===== config.mk =====
export PLATFORM = sky130hd
export DESIGN_NAME = sgs_setpoint_group_selector
export DESIGN_NICKNAME = d
export VERILOG_FILES = /design/src/common/sgs_pkg.sv /design/src/rtl/sgs_setpoint_group_selector.sv
export SDC_FILE = /design/constraint.sdc
export NUM_CORES = 1
export LEC_CHECK = 0
export ABC_AREA = 1
export BUFFER_PORTS_ARGS = -buffer_cell sky130_fd_sc_hd__buf_2
export CAP_MARGIN = 20
export CELL_PAD_IN_SITES_DETAIL_PLACEMENT = 0
export CELL_PAD_IN_SITES_GLOBAL_PLACEMENT = 1
export CORE_ASPECT_RATIO = 1.4
export CORE_MARGIN = 8
export CORE_UTILIZATION = 43
export CTS_CLUSTER_DIAMETER = 30
export DETAILED_ROUTE_END_ITERATION = 6
export PLACE_DENSITY_LB_ADDON = 0.05
export SYNTH_ARGS = -nofsm -noshare
export SYNTH_HDL_FRONTEND = slang
export SYNTH_SLANG_ARGS = --single-unit

===== constraint.sdc =====
create_clock -name MCLK -period 4.1 [get_ports MCLK]
set_input_delay 0 -clock MCLK [delete_from_list [all_inputs] [get_ports MCLK]]
set_output_delay 0 -clock MCLK [all_outputs]
set_load 0.05 [all_outputs]

===== src/common/sgs_pkg.sv =====
// Constants and types shared by the setpoint group selector
package sgs_pkg;

    // Register byte addresses
    localparam logic [7:0] SGS_GROUP_CFG_ADDR    = 8'h00;
    localparam logic [7:0] SGS_ACTIVE_GROUP_ADDR = 8'h04;
    localparam logic [7:0] SGS_DISPLAY_ADDR      = 8'h08;
    localparam logic [7:0] SGS_RAMP_UNIT_ADDR    = 8'h0C;
    localparam logic [7:0] SGS_CONTACT_CFG_ADDR  = 8'h10;
    localparam logic [7:0] SGS_PID_P_ADDR        = 8'h14;
    localparam logic [7:0] SGS_PID_I_ADDR        = 8'h18;
    localparam logic [7:0] SGS_PID_D_ADDR        = 8'h1C;
    localparam logic [7:0] SGS_TUNE_CTRL_ADDR    = 8'h20;
    localparam logic [7:0] SGS_SP_LOW_ADDR       = 8'h24;
    localparam logic [7:0] SGS_SP_HIGH_ADDR      = 8'h28;
    localparam logic [7:0] SGS_PV_DP_ADDR        = 8'h2C;
    localparam logic [7:0] SGS_LSP_BASE_ADDR     = 8'h30;
    localparam logic [7:0] SGS_OP_SP_ADDR        = 8'h40;
    localparam logic [7:0] SGS_STATUS_ADDR       = 8'h44;

    // Field positions
    localparam int SGS_DISP_SP_BIT      = 1;
    localparam int SGS_DISP_GROUP_BIT   = 2;
    localparam int SGS_CONTACT_FIELD_W  = 8;
    localparam int SGS_TUNE_METHOD_BIT  = 0;

    // Values after reset
    localparam logic [2:0]  SGS_GROUP_COUNT_RST = 3'h1;
    localparam logic [3:0]  SGS_ACTIVE_RST      = 4'h1;
    localparam logic [7:0]  SGS_DISPLAY_RST     = 8'h00;
    localparam logic [1:0]  SGS_RAMP_UNIT_RST   = 2'h0;
    localparam logic [15:0] SGS_PID_P_RST       = 16'h0032; // 5.0 % in tenths
    localparam logic [15:0] SGS_PID_I_RST       = 16'h0078; // 120 s
    localparam logic [15:0] SGS_PID_D_RST       = 16'h001E; // 30 s
    localparam logic [15:0] SGS_LSP_RST         = 16'h0000;
    localparam logic [15:0] SGS_SP_LOW_RST      = 16'h8000;
    localparam logic [15:0] SGS_SP_HIGH_RST     = 16'h7FFF;

    // Limits and codes
    localparam logic [2:0] SGS_GROUP_MAX       = 3'h4;
    localparam logic [1:0] SGS_RAMP_UNIT_MAX   = 2'h2;
    localparam logic [4:0] SGS_CONTACT_CODE_MAX = 5'h14;
    localparam logic [4:0] SGS_CODE_WEIGHT1    = 5'h01;
    localparam logic [4:0] SGS_CODE_WEIGHT2    = 5'h02;
    localparam logic [4:0] SGS_CODE_WEIGHT4    = 5'h03;
    localparam logic [2:0] SGS_HUNT_LIMIT      = 3'h4;

    typedef struct packed {
        logic [15:0] p;
        logic [15:0] i;
        logic [15:0] d;
    } sgs_pid_t;

    typedef struct packed {
        logic run;
        logic auto_mode;
        logic power_fail;
        logic pv_alarm;
    } sgs_loop_t;

endpackage


===== src/rtl/sgs_setpoint_group_selector.sv =====
// Setpoint group selection, self-tuning gate and display control
//
// The placing of the registers and register access over AXI4-Lite were chosen for this implementation.
`timescale 1ns/100ps
`default_nettype none
module sgs_setpoint_group_selector (
    // Clock and reset
    input  wire logic               MCLK,
    input  wire logic               NRST,
    // AXI4-Lite write address and data
    input  wire logic [7:0]         S_AXI_AWADDR,
    input  wire logic               S_AXI_AWVALID,
    output logic                    S_AXI_AWREADY,
    input  wire logic [31:0]        S_AXI_WDATA,
    input  wire logic [3:0]         S_AXI_WSTRB,
    input  wire logic               S_AXI_WVALID,
    output logic                    S_AXI_WREADY,
    // AXI4-Lite write response
    output logic [1:0]              S_AXI_BRESP,
    output logic                    S_AXI_BVALID,
    input  wire logic               S_AXI_BREADY,
    // AXI4-Lite read
    input  wire logic [7:0]         S_AXI_ARADDR,
    input  wire logic               S_AXI_ARVALID,
    output logic                    S_AXI_ARREADY,
    output logic [31:0]             S_AXI_RDATA,
    output logic [1:0]              S_AXI_RRESP,
    output logic                    S_AXI_RVALID,
    input  wire logic               S_AXI_RREADY,
    // Contacts and control loop
    input  wire logic [2:0]         CONTACT_IN,
    input  wire sgs_pkg::sgs_loop_t LOOP_STATE,
    input  wire logic               TUNE_TRIGGER,
    input  wire logic               TUNE_DONE,
    input  wire sgs_pkg::sgs_pid_t  TUNE_RESULT,
    input  wire logic               RAMP_ACTIVE,
    input  wire logic [15:0]        RAMP_SP,
    input  wire logic               SP_EDITING,
    // Setpoint and display outputs
    output logic [3:0]              ACTIVE_GROUP,
    output logic [15:0]             ACTIVE_SP,
    output logic [15:0]             DISPLAY_SP,
    output logic                    SHOW_SP,
    output logic                    SHOW_GROUP,
    output logic                    GROUP_EDITABLE,
    output logic [2:0]              RAMP_UNIT_SEL,
    output logic [2:0]              RAMP_STEP_DP,
    // Tuning outputs
    output sgs_pkg::sgs_pid_t       PID_CONST,
    output logic                    TUNING,
    output logic                    HUNTING
);
    import sgs_pkg::*;

    typedef struct packed {
        logic                  aw_full;
        logic [7:0]            aw_addr;
        logic                  w_full;
        logic [31:0]           w_data;
        logic [3:0]            w_strb;
        logic                  bvalid;
        logic [1:0]            bresp;
        logic                  rvalid;
        logic [31:0]           rdata;
        logic [1:0]            rresp;
        logic [2:0]            group_count;
        logic [3:0]            active_group;
        logic [7:0]            display_setup_word;
        logic [1:0]            ramp_rate_unit;
        logic [1:0]            pv_dp;
        logic [2:0][4:0]       contact_code;
        logic [2:0]            contact_q;
        sgs_pid_t              pid;
        logic                  method_st;
        logic [15:0]           sp_low;
        logic [15:0]           sp_high;
        logic [3:0][15:0]      local_setpoint;
        logic                  tune_run;
        logic                  hunting;
        logic [2:0]            hunt_cnt;
        logic                  alarm_q;
        logic [15:0]           active_sp;
        logic [15:0]           display_sp;
    } sgs_state_t;

    sgs_state_t s;
    sgs_state_t next_s;

    logic [3:0]  weight_sum;
    logic        contact_sel;
    logic        show_group;
    logic        group_editable;
    logic        start_ok;
    logic        keep_run;
    logic [1:0]  sp_idx;
    logic [31:0] wval;
    logic [3:0]  wgroup;
    logic [1:0]  lsp_sel;

    function automatic logic [31:0] merge(input logic [31:0] old_v,
                                          input logic [31:0] new_v,
                                          input logic [3:0]  strb);
        logic [31:0] r;
        r = old_v;
        for (int b = 0; b < 4; b++) begin
            if (strb[b]) begin
                r[b*8 +: 8] = new_v[b*8 +: 8];
            end
        end
        return r;
    endfunction

    function automatic logic [15:0] clamp(input logic [15:0] v,
                                          input logic [15:0] lo,
                                          input logic [15:0] hi);
        if ($signed(v) < $signed(lo)) begin
            return lo;
        end
        if ($signed(v) > $signed(hi)) begin
            return hi;
        end
        return v;
    endfunction

    function automatic logic [31:0] read_reg(input sgs_state_t st,
                                             input logic [7:0]  a);
        logic [1:0] n;
        read_reg = 32'h0;
        n = a[3:2];
        case (a)
            SGS_GROUP_CFG_ADDR:    read_reg[2:0] = st.group_count;
            SGS_ACTIVE_GROUP_ADDR: read_reg[3:0] = st.active_group;
            SGS_DISPLAY_ADDR:      read_reg[7:0] = st.display_setup_word;
            SGS_RAMP_UNIT_ADDR:    read_reg[1:0] = st.ramp_rate_unit;
            SGS_CONTACT_CFG_ADDR: begin
                for (int c = 0; c < 3; c++) begin
                    read_reg[c*SGS_CONTACT_FIELD_W +: 5] = st.contact_code[c];
                end
            end
            SGS_PID_P_ADDR:        read_reg[15:0] = st.pid.p;
            SGS_PID_I_ADDR:        read_reg[15:0] = st.pid.i;
            SGS_PID_D_ADDR:        read_reg[15:0] = st.pid.d;
            SGS_TUNE_CTRL_ADDR:    read_reg[SGS_TUNE_METHOD_BIT] = st.method_st;
            SGS_SP_LOW_ADDR:       read_reg[15:0] = st.sp_low;
            SGS_SP_HIGH_ADDR:      read_reg[15:0] = st.sp_high;
            SGS_PV_DP_ADDR:        read_reg[1:0] = st.pv_dp;
            default:               read_reg = 32'h0;
        endcase
        if (a[7:4] == SGS_LSP_BASE_ADDR[7:4]
            && {1'b0, n} < st.group_count) begin // Hidden groups read 0
            read_reg[15:0] = st.local_setpoint[n];
        end
        if (a == SGS_OP_SP_ADDR && st.display_setup_word[SGS_DISP_SP_BIT]) begin
            read_reg[15:0] = st.active_sp;
        end
    endfunction

    function automatic logic mapped(input logic [7:0] a);
        return (a[1:0] == 2'h0) && (a <= SGS_STATUS_ADDR);
    endfunction

    ////////////////////////////////////////////////////////////////////////
    // Contact weights and display decode
    always_comb begin
        weight_sum = 4'h0;
        contact_sel = 1'b0;
        for (int c = 0; c < 3; c++) begin
            case (s.contact_code[c])
                SGS_CODE_WEIGHT1: begin
                    contact_sel = 1'b1;
                    weight_sum = weight_sum + {3'h0, s.contact_q[c]};
                end
                SGS_CODE_WEIGHT2: begin
                    contact_sel = 1'b1;
                    weight_sum = weight_sum + {2'h0, s.contact_q[c], 1'b0};
                end
                SGS_CODE_WEIGHT4: begin
                    contact_sel = 1'b1;
                    weight_sum = weight_sum + {1'b0, s.contact_q[c], 2'h0};
                end
                default: weight_sum = weight_sum;
            endcase
        end
        show_group = (s.group_count >= 3'h2)
                   && s.display_setup_word[SGS_DISP_GROUP_BIT];
        group_editable = show_group && !contact_sel;
        // Both limits are gates on the stored constants, not on results
        start_ok = s.method_st && LOOP_STATE.run && LOOP_STATE.auto_mode
                && (s.pid.i != 16'h0)
                && (s.pid.d != 16'h0)
                && !LOOP_STATE.power_fail;
        keep_run = s.method_st && LOOP_STATE.run && LOOP_STATE.auto_mode
                && !LOOP_STATE.power_fail;
        // Groups beyond four fold back onto the four stored values
        sp_idx = 2'(s.active_group - 4'h1);
    end

    ////////////////////////////////////////////////////////////////////////
    // Next state
    always_comb begin
        next_s = s;
        wval = 32'h0;
        wgroup = 4'h0;
        lsp_sel = 2'h0;
        next_s.contact_q = CONTACT_IN;
        next_s.alarm_q = LOOP_STATE.pv_alarm;
        if (s.group_count != 3'h1 && contact_sel) begin
            next_s.active_group = weight_sum + 4'h1;
        end

        // Bus channels
        if (S_AXI_AWVALID && !s.aw_full) begin
            next_s.aw_full = 1'b1;
            next_s.aw_addr = S_AXI_AWADDR;
        end
        if (S_AXI_WVALID && !s.w_full) begin
            next_s.w_full = 1'b1;
            next_s.w_data = S_AXI_WDATA;
            next_s.w_strb = S_AXI_WSTRB;
        end
        if (s.bvalid && S_AXI_BREADY) begin
            next_s.bvalid = 1'b0;
        end
        if (s.rvalid && S_AXI_RREADY) begin
            next_s.rvalid = 1'b0;
        end
        if (S_AXI_ARVALID && !s.rvalid) begin
            next_s.rvalid = 1'b1;
            next_s.rdata = read_reg(s, S_AXI_ARADDR);
            next_s.rresp = mapped(S_AXI_ARADDR) ? 2'b00 : 2'b10;
        end

        // Register writes
        if (s.aw_full && s.w_full && !s.bvalid) begin
            next_s.aw_full = 1'b0;
            next_s.w_full = 1'b0;
            next_s.bvalid = 1'b1;
            next_s.bresp = mapped(s.aw_addr) ? 2'b00 : 2'b10;
            wval = merge(read_reg(s, s.aw_addr), s.w_data, s.w_strb);
            wgroup = wval[3:0];
            lsp_sel = s.aw_addr[3:2];
            case (s.aw_addr)
                SGS_GROUP_CFG_ADDR: begin
                    if (wval[2:0] >= 3'h1 && wval[2:0] <= SGS_GROUP_MAX) begin
                        next_s.group_count = wval[2:0];
                    end
                end
                SGS_ACTIVE_GROUP_ADDR: begin
                    if (group_editable && wgroup >= 4'h1
                        && wgroup <= {1'b0, s.group_count}) begin
                        next_s.active_group = wgroup;
                    end
                end
                SGS_DISPLAY_ADDR:   next_s.display_setup_word = wval[7:0];
                SGS_RAMP_UNIT_ADDR: begin
                    if (wval[1:0] <= SGS_RAMP_UNIT_MAX) begin
                        next_s.ramp_rate_unit = wval[1:0];
                    end
                end
                SGS_CONTACT_CFG_ADDR: begin
                    for (int c = 0; c < 3; c++) begin
                        if (wval[c*SGS_CONTACT_FIELD_W +: 5]
                            <= SGS_CONTACT_CODE_MAX) begin
                            next_s.contact_code[c] =
                                wval[c*SGS_CONTACT_FIELD_W +: 5];
                        end
                    end
                end
                SGS_PID_P_ADDR:     next_s.pid.p = wval[15:0];
                SGS_PID_I_ADDR:     next_s.pid.i = wval[15:0];
                SGS_PID_D_ADDR:     next_s.pid.d = wval[15:0];
                SGS_TUNE_CTRL_ADDR: next_s.method_st = wval[SGS_TUNE_METHOD_BIT];
                SGS_SP_LOW_ADDR:    next_s.sp_low = wval[15:0];
                SGS_SP_HIGH_ADDR:   next_s.sp_high = wval[15:0];
                SGS_PV_DP_ADDR:     next_s.pv_dp = wval[1:0];
                SGS_OP_SP_ADDR: begin
                    if (s.display_setup_word[SGS_DISP_SP_BIT]) begin
                        next_s.local_setpoint[sp_idx] =
                            clamp(wval[15:0], s.sp_low, s.sp_high);
                    end
                end
                default: begin
                    if (s.aw_addr[7:4] == SGS_LSP_BASE_ADDR[7:4]
                        && {1'b0, lsp_sel} < s.group_count) begin
                        next_s.local_setpoint[lsp_sel] =
                            clamp(wval[15:0], s.sp_low, s.sp_high);
                    end
                end
            endcase
        end

        // Self-tuning run
        if (!s.tune_run) begin
            if (TUNE_TRIGGER && start_ok) begin
                next_s.tune_run = 1'b1;
                next_s.hunting = 1'b0;
                next_s.hunt_cnt = 3'h0;
            end
        end else if (!keep_run) begin
            // Abort drops the run; stored constants are untouched
            next_s.tune_run = 1'b0;
        end else begin
            if (LOOP_STATE.pv_alarm != s.alarm_q
                && s.hunt_cnt != SGS_HUNT_LIMIT) begin
                next_s.hunt_cnt = s.hunt_cnt + 3'h1;
            end
            if (next_s.hunt_cnt == SGS_HUNT_LIMIT) begin
                next_s.hunting = 1'b1;
            end
            if (TUNE_DONE) begin
                next_s.pid = TUNE_RESULT;
                next_s.tune_run = 1'b0;
            end
        end

        next_s.active_sp = s.local_setpoint[sp_idx];
        // Operator edits win so the target is visible while being changed
        next_s.display_sp = (RAMP_ACTIVE && !SP_EDITING) ? RAMP_SP
                          : s.local_setpoint[sp_idx];
    end

    always_ff @(posedge MCLK or negedge NRST) begin
        if (!NRST) begin
            s <= '0;
            s.group_count <= SGS_GROUP_COUNT_RST;
            s.active_group <= SGS_ACTIVE_RST;
            s.display_setup_word <= SGS_DISPLAY_RST;
            s.ramp_rate_unit <= SGS_RAMP_UNIT_RST;
            s.pid <= '{p: SGS_PID_P_RST, i: SGS_PID_I_RST,
                       d: SGS_PID_D_RST};
            s.sp_low <= SGS_SP_LOW_RST;
            s.sp_high <= SGS_SP_HIGH_RST;
            s.local_setpoint <= {4{SGS_LSP_RST}};
        end else begin
            s <= next_s;
        end
    end

    ////////////////////////////////////////////////////////////////////////
    // Outputs
    assign S_AXI_AWREADY = !s.aw_full;
    assign S_AXI_WREADY = !s.w_full;
    assign S_AXI_BVALID = s.bvalid;
    assign S_AXI_BRESP = s.bresp;
    assign S_AXI_ARREADY = !s.rvalid;
    assign S_AXI_RVALID = s.rvalid;
    assign S_AXI_RDATA = s.rdata;
    assign S_AXI_RRESP = s.rresp;
    assign ACTIVE_GROUP = s.active_group;
    assign ACTIVE_SP = s.active_sp;
    assign DISPLAY_SP = s.display_sp;
    assign SHOW_SP = s.display_setup_word[SGS_DISP_SP_BIT];
    assign SHOW_GROUP = show_group;
    assign GROUP_EDITABLE = group_editable;
    assign RAMP_UNIT_SEL = 3'h1 << s.ramp_rate_unit;
    assign RAMP_STEP_DP = {1'b0, s.pv_dp} + 3'h1;
    assign PID_CONST = s.pid;
    assign TUNING = s.tune_run;
    assign HUNTING = s.hunting;

endmodule
`default_nettype wire


==> results.md <==
* Placement Rows at 88
* Compound-cell area share of the yosys netlist at 0.1828
* Final WS setup at 0.1807 ns
* Critical setup path kind: register to register
* Cell type group with the largest total delay on the critical path: compound AO/OA/AOI/OAI gates
* Headroom to the max-slew limit at 0.2288
* Number of sinks on the clock net at 279
* Total power at 16.86 mW
* Final critical-path required period at 3.919 ns
* Number of gates on the worst path with buffers counted at 25
* Residual DRC count at 0
* Placer's final routability congestion estimate at 0.9867
* Slew of the pin with the lowest slew margin at 1.148 ns
* Mean Syn Cell Area at 7.749 um2
* Final period utilization at 0.9559
* Biggest area contributors in the synthesized netlist: dfrtp_1 35%, nand2_1 9.4%, inv_1 6.4%, a21oi_1 5.9%, buf_4 5.2%
* XOR/XNOR Fraction of Synth Area at 0.003925
* Number of filler cells placed in the layout at 3752
* Initial DRC count at 1522
* Overall fraction of global-route tracks in use at 0.2916
* Flops & latches, synth at 279
* Largest net degree at the start of global routing at 110
* Via/cell ratio at 5.411
* Leading area contributor after synthesis: dfrtp_1
* Average wire per standard cell at 21.92 um
* Element type at the critical path end: register
* Ratio of cells with drive above 1 in the final layout at 0.2787
* FF/Latch Area at 0.007020 mm2
* Logic depth of the worst register-to-register path at 25
* Clock tree from TritonCTS: built
* Worst EP required at 4.63 ns
* Worst hold path cell count at 7
* Total I/O pin count at 270
* Share of synthesized area occupied by flip-flops and latches at 0.3931
* Die Outline Area at 0.04839 mm2
* Std-Cell Core Area at 0.04107 mm2
* Maximum clock skew at final layout at 0.01984 ns
* Width of the chip at 188.2 um
* Final hold vios at 0
* Count of nets after finishing at 2912
* Via count of the first global-routing pass at 18200
* Total inserted antenna cells at 0
* Worst min-delay path class: input port to register
* Total iterations of the first detailed-routing run at 7
* Library cell with the highest instance count after synthesis: nand2_1
* Synthesized area at 0.01785 mm2
* Cell type of the slowest stage on the worst timing path: dfrtp_2
* Cell Pwr Density at 704.9 mW/mm2
* Startpoint type of the worst setup path: register
* Area share of and/or/nand/nor cells after synthesis at 0.2156
* WP data arrival at 4.45 ns
* Initial antenna violation count at 0
* Total clock buffers created by CTS at 60
* Total leakage power at 11.48 nW
* Global-route wire length before repair at 109.7 mm
* Number of maximum-capacitance constraint violations at 0
* Port Buffers at 244
* Layout overhead on the synthesized area at 34.00%
* Portion of synthesized cell area occupied by the leading cell type at 0.3504
* Remaining antenna violation count at 0
* Worst hold slack after final layout at 0.05692 ns
* GRT Residual Overflow at 0
* H-tree depth at 2
* Share of cell area taken by muxes after synthesis at 0.02460
* List of most frequent post-synthesis cells: 445 x nand2_1, 306 x inv_1, 250 x dfrtp_1, 209 x a21oi_1, 127 x o21ai_0
* Adder-cell share of the synthesized area at 0.03784
* FFs w/ async S/R, synth at 1.000
* Initial Utilization at 0.4347
* Worst-skew pair later-pin latency at 0.59 ns
* Critical path's largest stage delay at 0.46 ns
* Maximum clock frequency at 255.1 MHz
* Clock transition at the register clock pins on the worst setup and hold paths after CTS at 0.06 ns
* CP Buf/Inv Count at 7
* Vias after detailed routing at 17930
* Post-place setup slack at -0.07046 ns
* Mapped Cells at 2304
* Main combinational cell family by area after synthesis: simple AND/OR/NAND/NOR gates
* Status: complete, no violations
* CTS max path bufs at 3
* Final Max Tran Viols at 0
* Footprint of the multi-input gates at 0.008742 mm2
* Number of synthesis warnings at 0
* VDD IR-drop max at 0.3937 mV
* Root buffer cell: clkbuf_16
* Estimated wirelength of the detail-placed design at 55.17 mm
* Most used flip-flop cell after synthesis: dfrtp_1
* Final count of negative-setup-slack endpoints at 0
* EDFF count, synth at 0
* Routed WL at 72.64 mm
* Critical-path maximum fanout at 7
* Count of distinct cell types in the synthesized netlist at 56
* Die H at 257.1 um
[cell families after synthesis]
| group | Yosys count |
|---|---|
| flip-flops | 279 |
| XOR/XNOR | 8 |
| AO/OA/AOI/OAI | 559 |
| multiplexers | 39 |
| other | 1 |
| AND/OR/NAND/NOR | 832 |
| adder cells (fa/ha/maj) | 54 |
| buffers and inverters | 532 |
[final cells by class]
| type | instances | area share |
|---|---|---|
| Inverter | 322 | 0.05115 |
| Timing Repair Buffer | 556 | 0.1710 |
| Clock buffer | 67 | 0.06642 |
| Sequential cell | 279 | 0.2935 |
| Tap cell | 540 | 0.02824 |
| Multi-Input combinational cell | 1505 | 0.3654 |
| Clock inverter | 45 | 0.02427 |
[worst reg2reg max path: stages (launching register included)]
cell,delay [ns]
dfrtp_2,0.46
clkinv_4,0.12
nand2_4,0.09
nor2_4,0.05
buf_4,0.16
nand2_1,0.10
buf_4,0.16
o21ai_0,0.13
a221oi_2,0.23
nand4_1,0.19
a22oi_2,0.19
inv_2,0.05
ha_1,0.27
nand2_1,0.09
o21a_1,0.16
o221ai_2,0.13
a21oi_2,0.19
xor2_2,0.19
nand2_4,0.12
clkbuf_16,0.19
a21oi_1,0.15
buf_4,0.13
nand3_2,0.13
nand3_1,0.11
nand2_1,0.05
inv_1,0.04
[layout by cell type (no fill, tap or decap), types with 12 or more instances in the layout]
cell type      count
dfstp_2           29
nor3_1            64
dfrtp_1          248
o221ai_1          16
nand3_1          112
buf_4            174
nand4_1           12
o211ai_1          16
ha_1              53
buf_12            13
nand3_4           13
nor4_1            12
mux2_2            39
a221oi_1          17
nor2_2            12
a21oi_1          202
o21ai_1           31
conb_1            13
inv_2             12
o22ai_1           92
inv_1            305
clkbuf_16         63
dlygate4sd3_1    113
nand3_2           25
o21ai_0          112
nand2_1          437
buf_2            243
nor2_1            97
[where the power goes]
part	switching [mW]	internal, mW	leakage (nW)	total [mW]
Combinational	4.98	2.95	6.98	7.93
Clock	1.78	3.36	1.06	5.14
Sequential	0.466	3.33	3.44	3.79
Total	7.23	9.64	11.5	16.9
[path summary, 6_finish.rpt]
check | start | end | slack (ns)
max | s[297]$_DFFE_PN0P_ | register | 0.18
min | LOOP_STATE[3] | PID_CONST[35]$_DFF_PN0_ | 0.06
max reg2reg | s[297]$_DFFE_PN0P_ | register | 0.18
min reg2reg | S_AXI_RDATA[19]$_DFFE_PN0P_ | S_AXI_RDATA[19]$_DFFE_PN0P_ | 0.48
max in group asynchronous | NRST | async pin | 2.91
min in group asynchronous | NRST | S_AXI_RDATA[16]$_DFFE_PN0P_ | 0.08
[per-layer routing]
metal / routed length (um) / track usage / up-vias
li1: - / - / 8494
met3: 4666 / 0.05062 / 169
met1: 30590 / 0.3742 / 8541
met2: 34170 / 0.4754 / 729
met4: 3214 / 0.1294 / 0
met5: 0 / 0 / -
[through the flow]
stage               TNS [ns]  cells    util  instance area, um2
finish                     0   3314  0.5825               23920
CTS                 -0.01894   3300  0.5683               23340
global route          -2.537   3314  0.5825               23920
floorplan                  0   2316       -               17900
detailed placement    -1.126   3075  0.4878               20030
global placement    -0.04305   3074  0.4877               20030
[what timing repair did]
| item | CTS | global route |
|---|---|---|
| hold buffers | 113 | 0 |
| gates resized for setup | 4 | 107 |
| pin swaps | 0 | 16 |
| hold endpoints to repair | 221 | 0 |
| endpoints found under the setup margin | 48 | 65 |
| gates cloned | 0 | 3 |
| buffers inserted | 0 | 10 |
No activity file was read; power rests on OpenSTA's default activity.
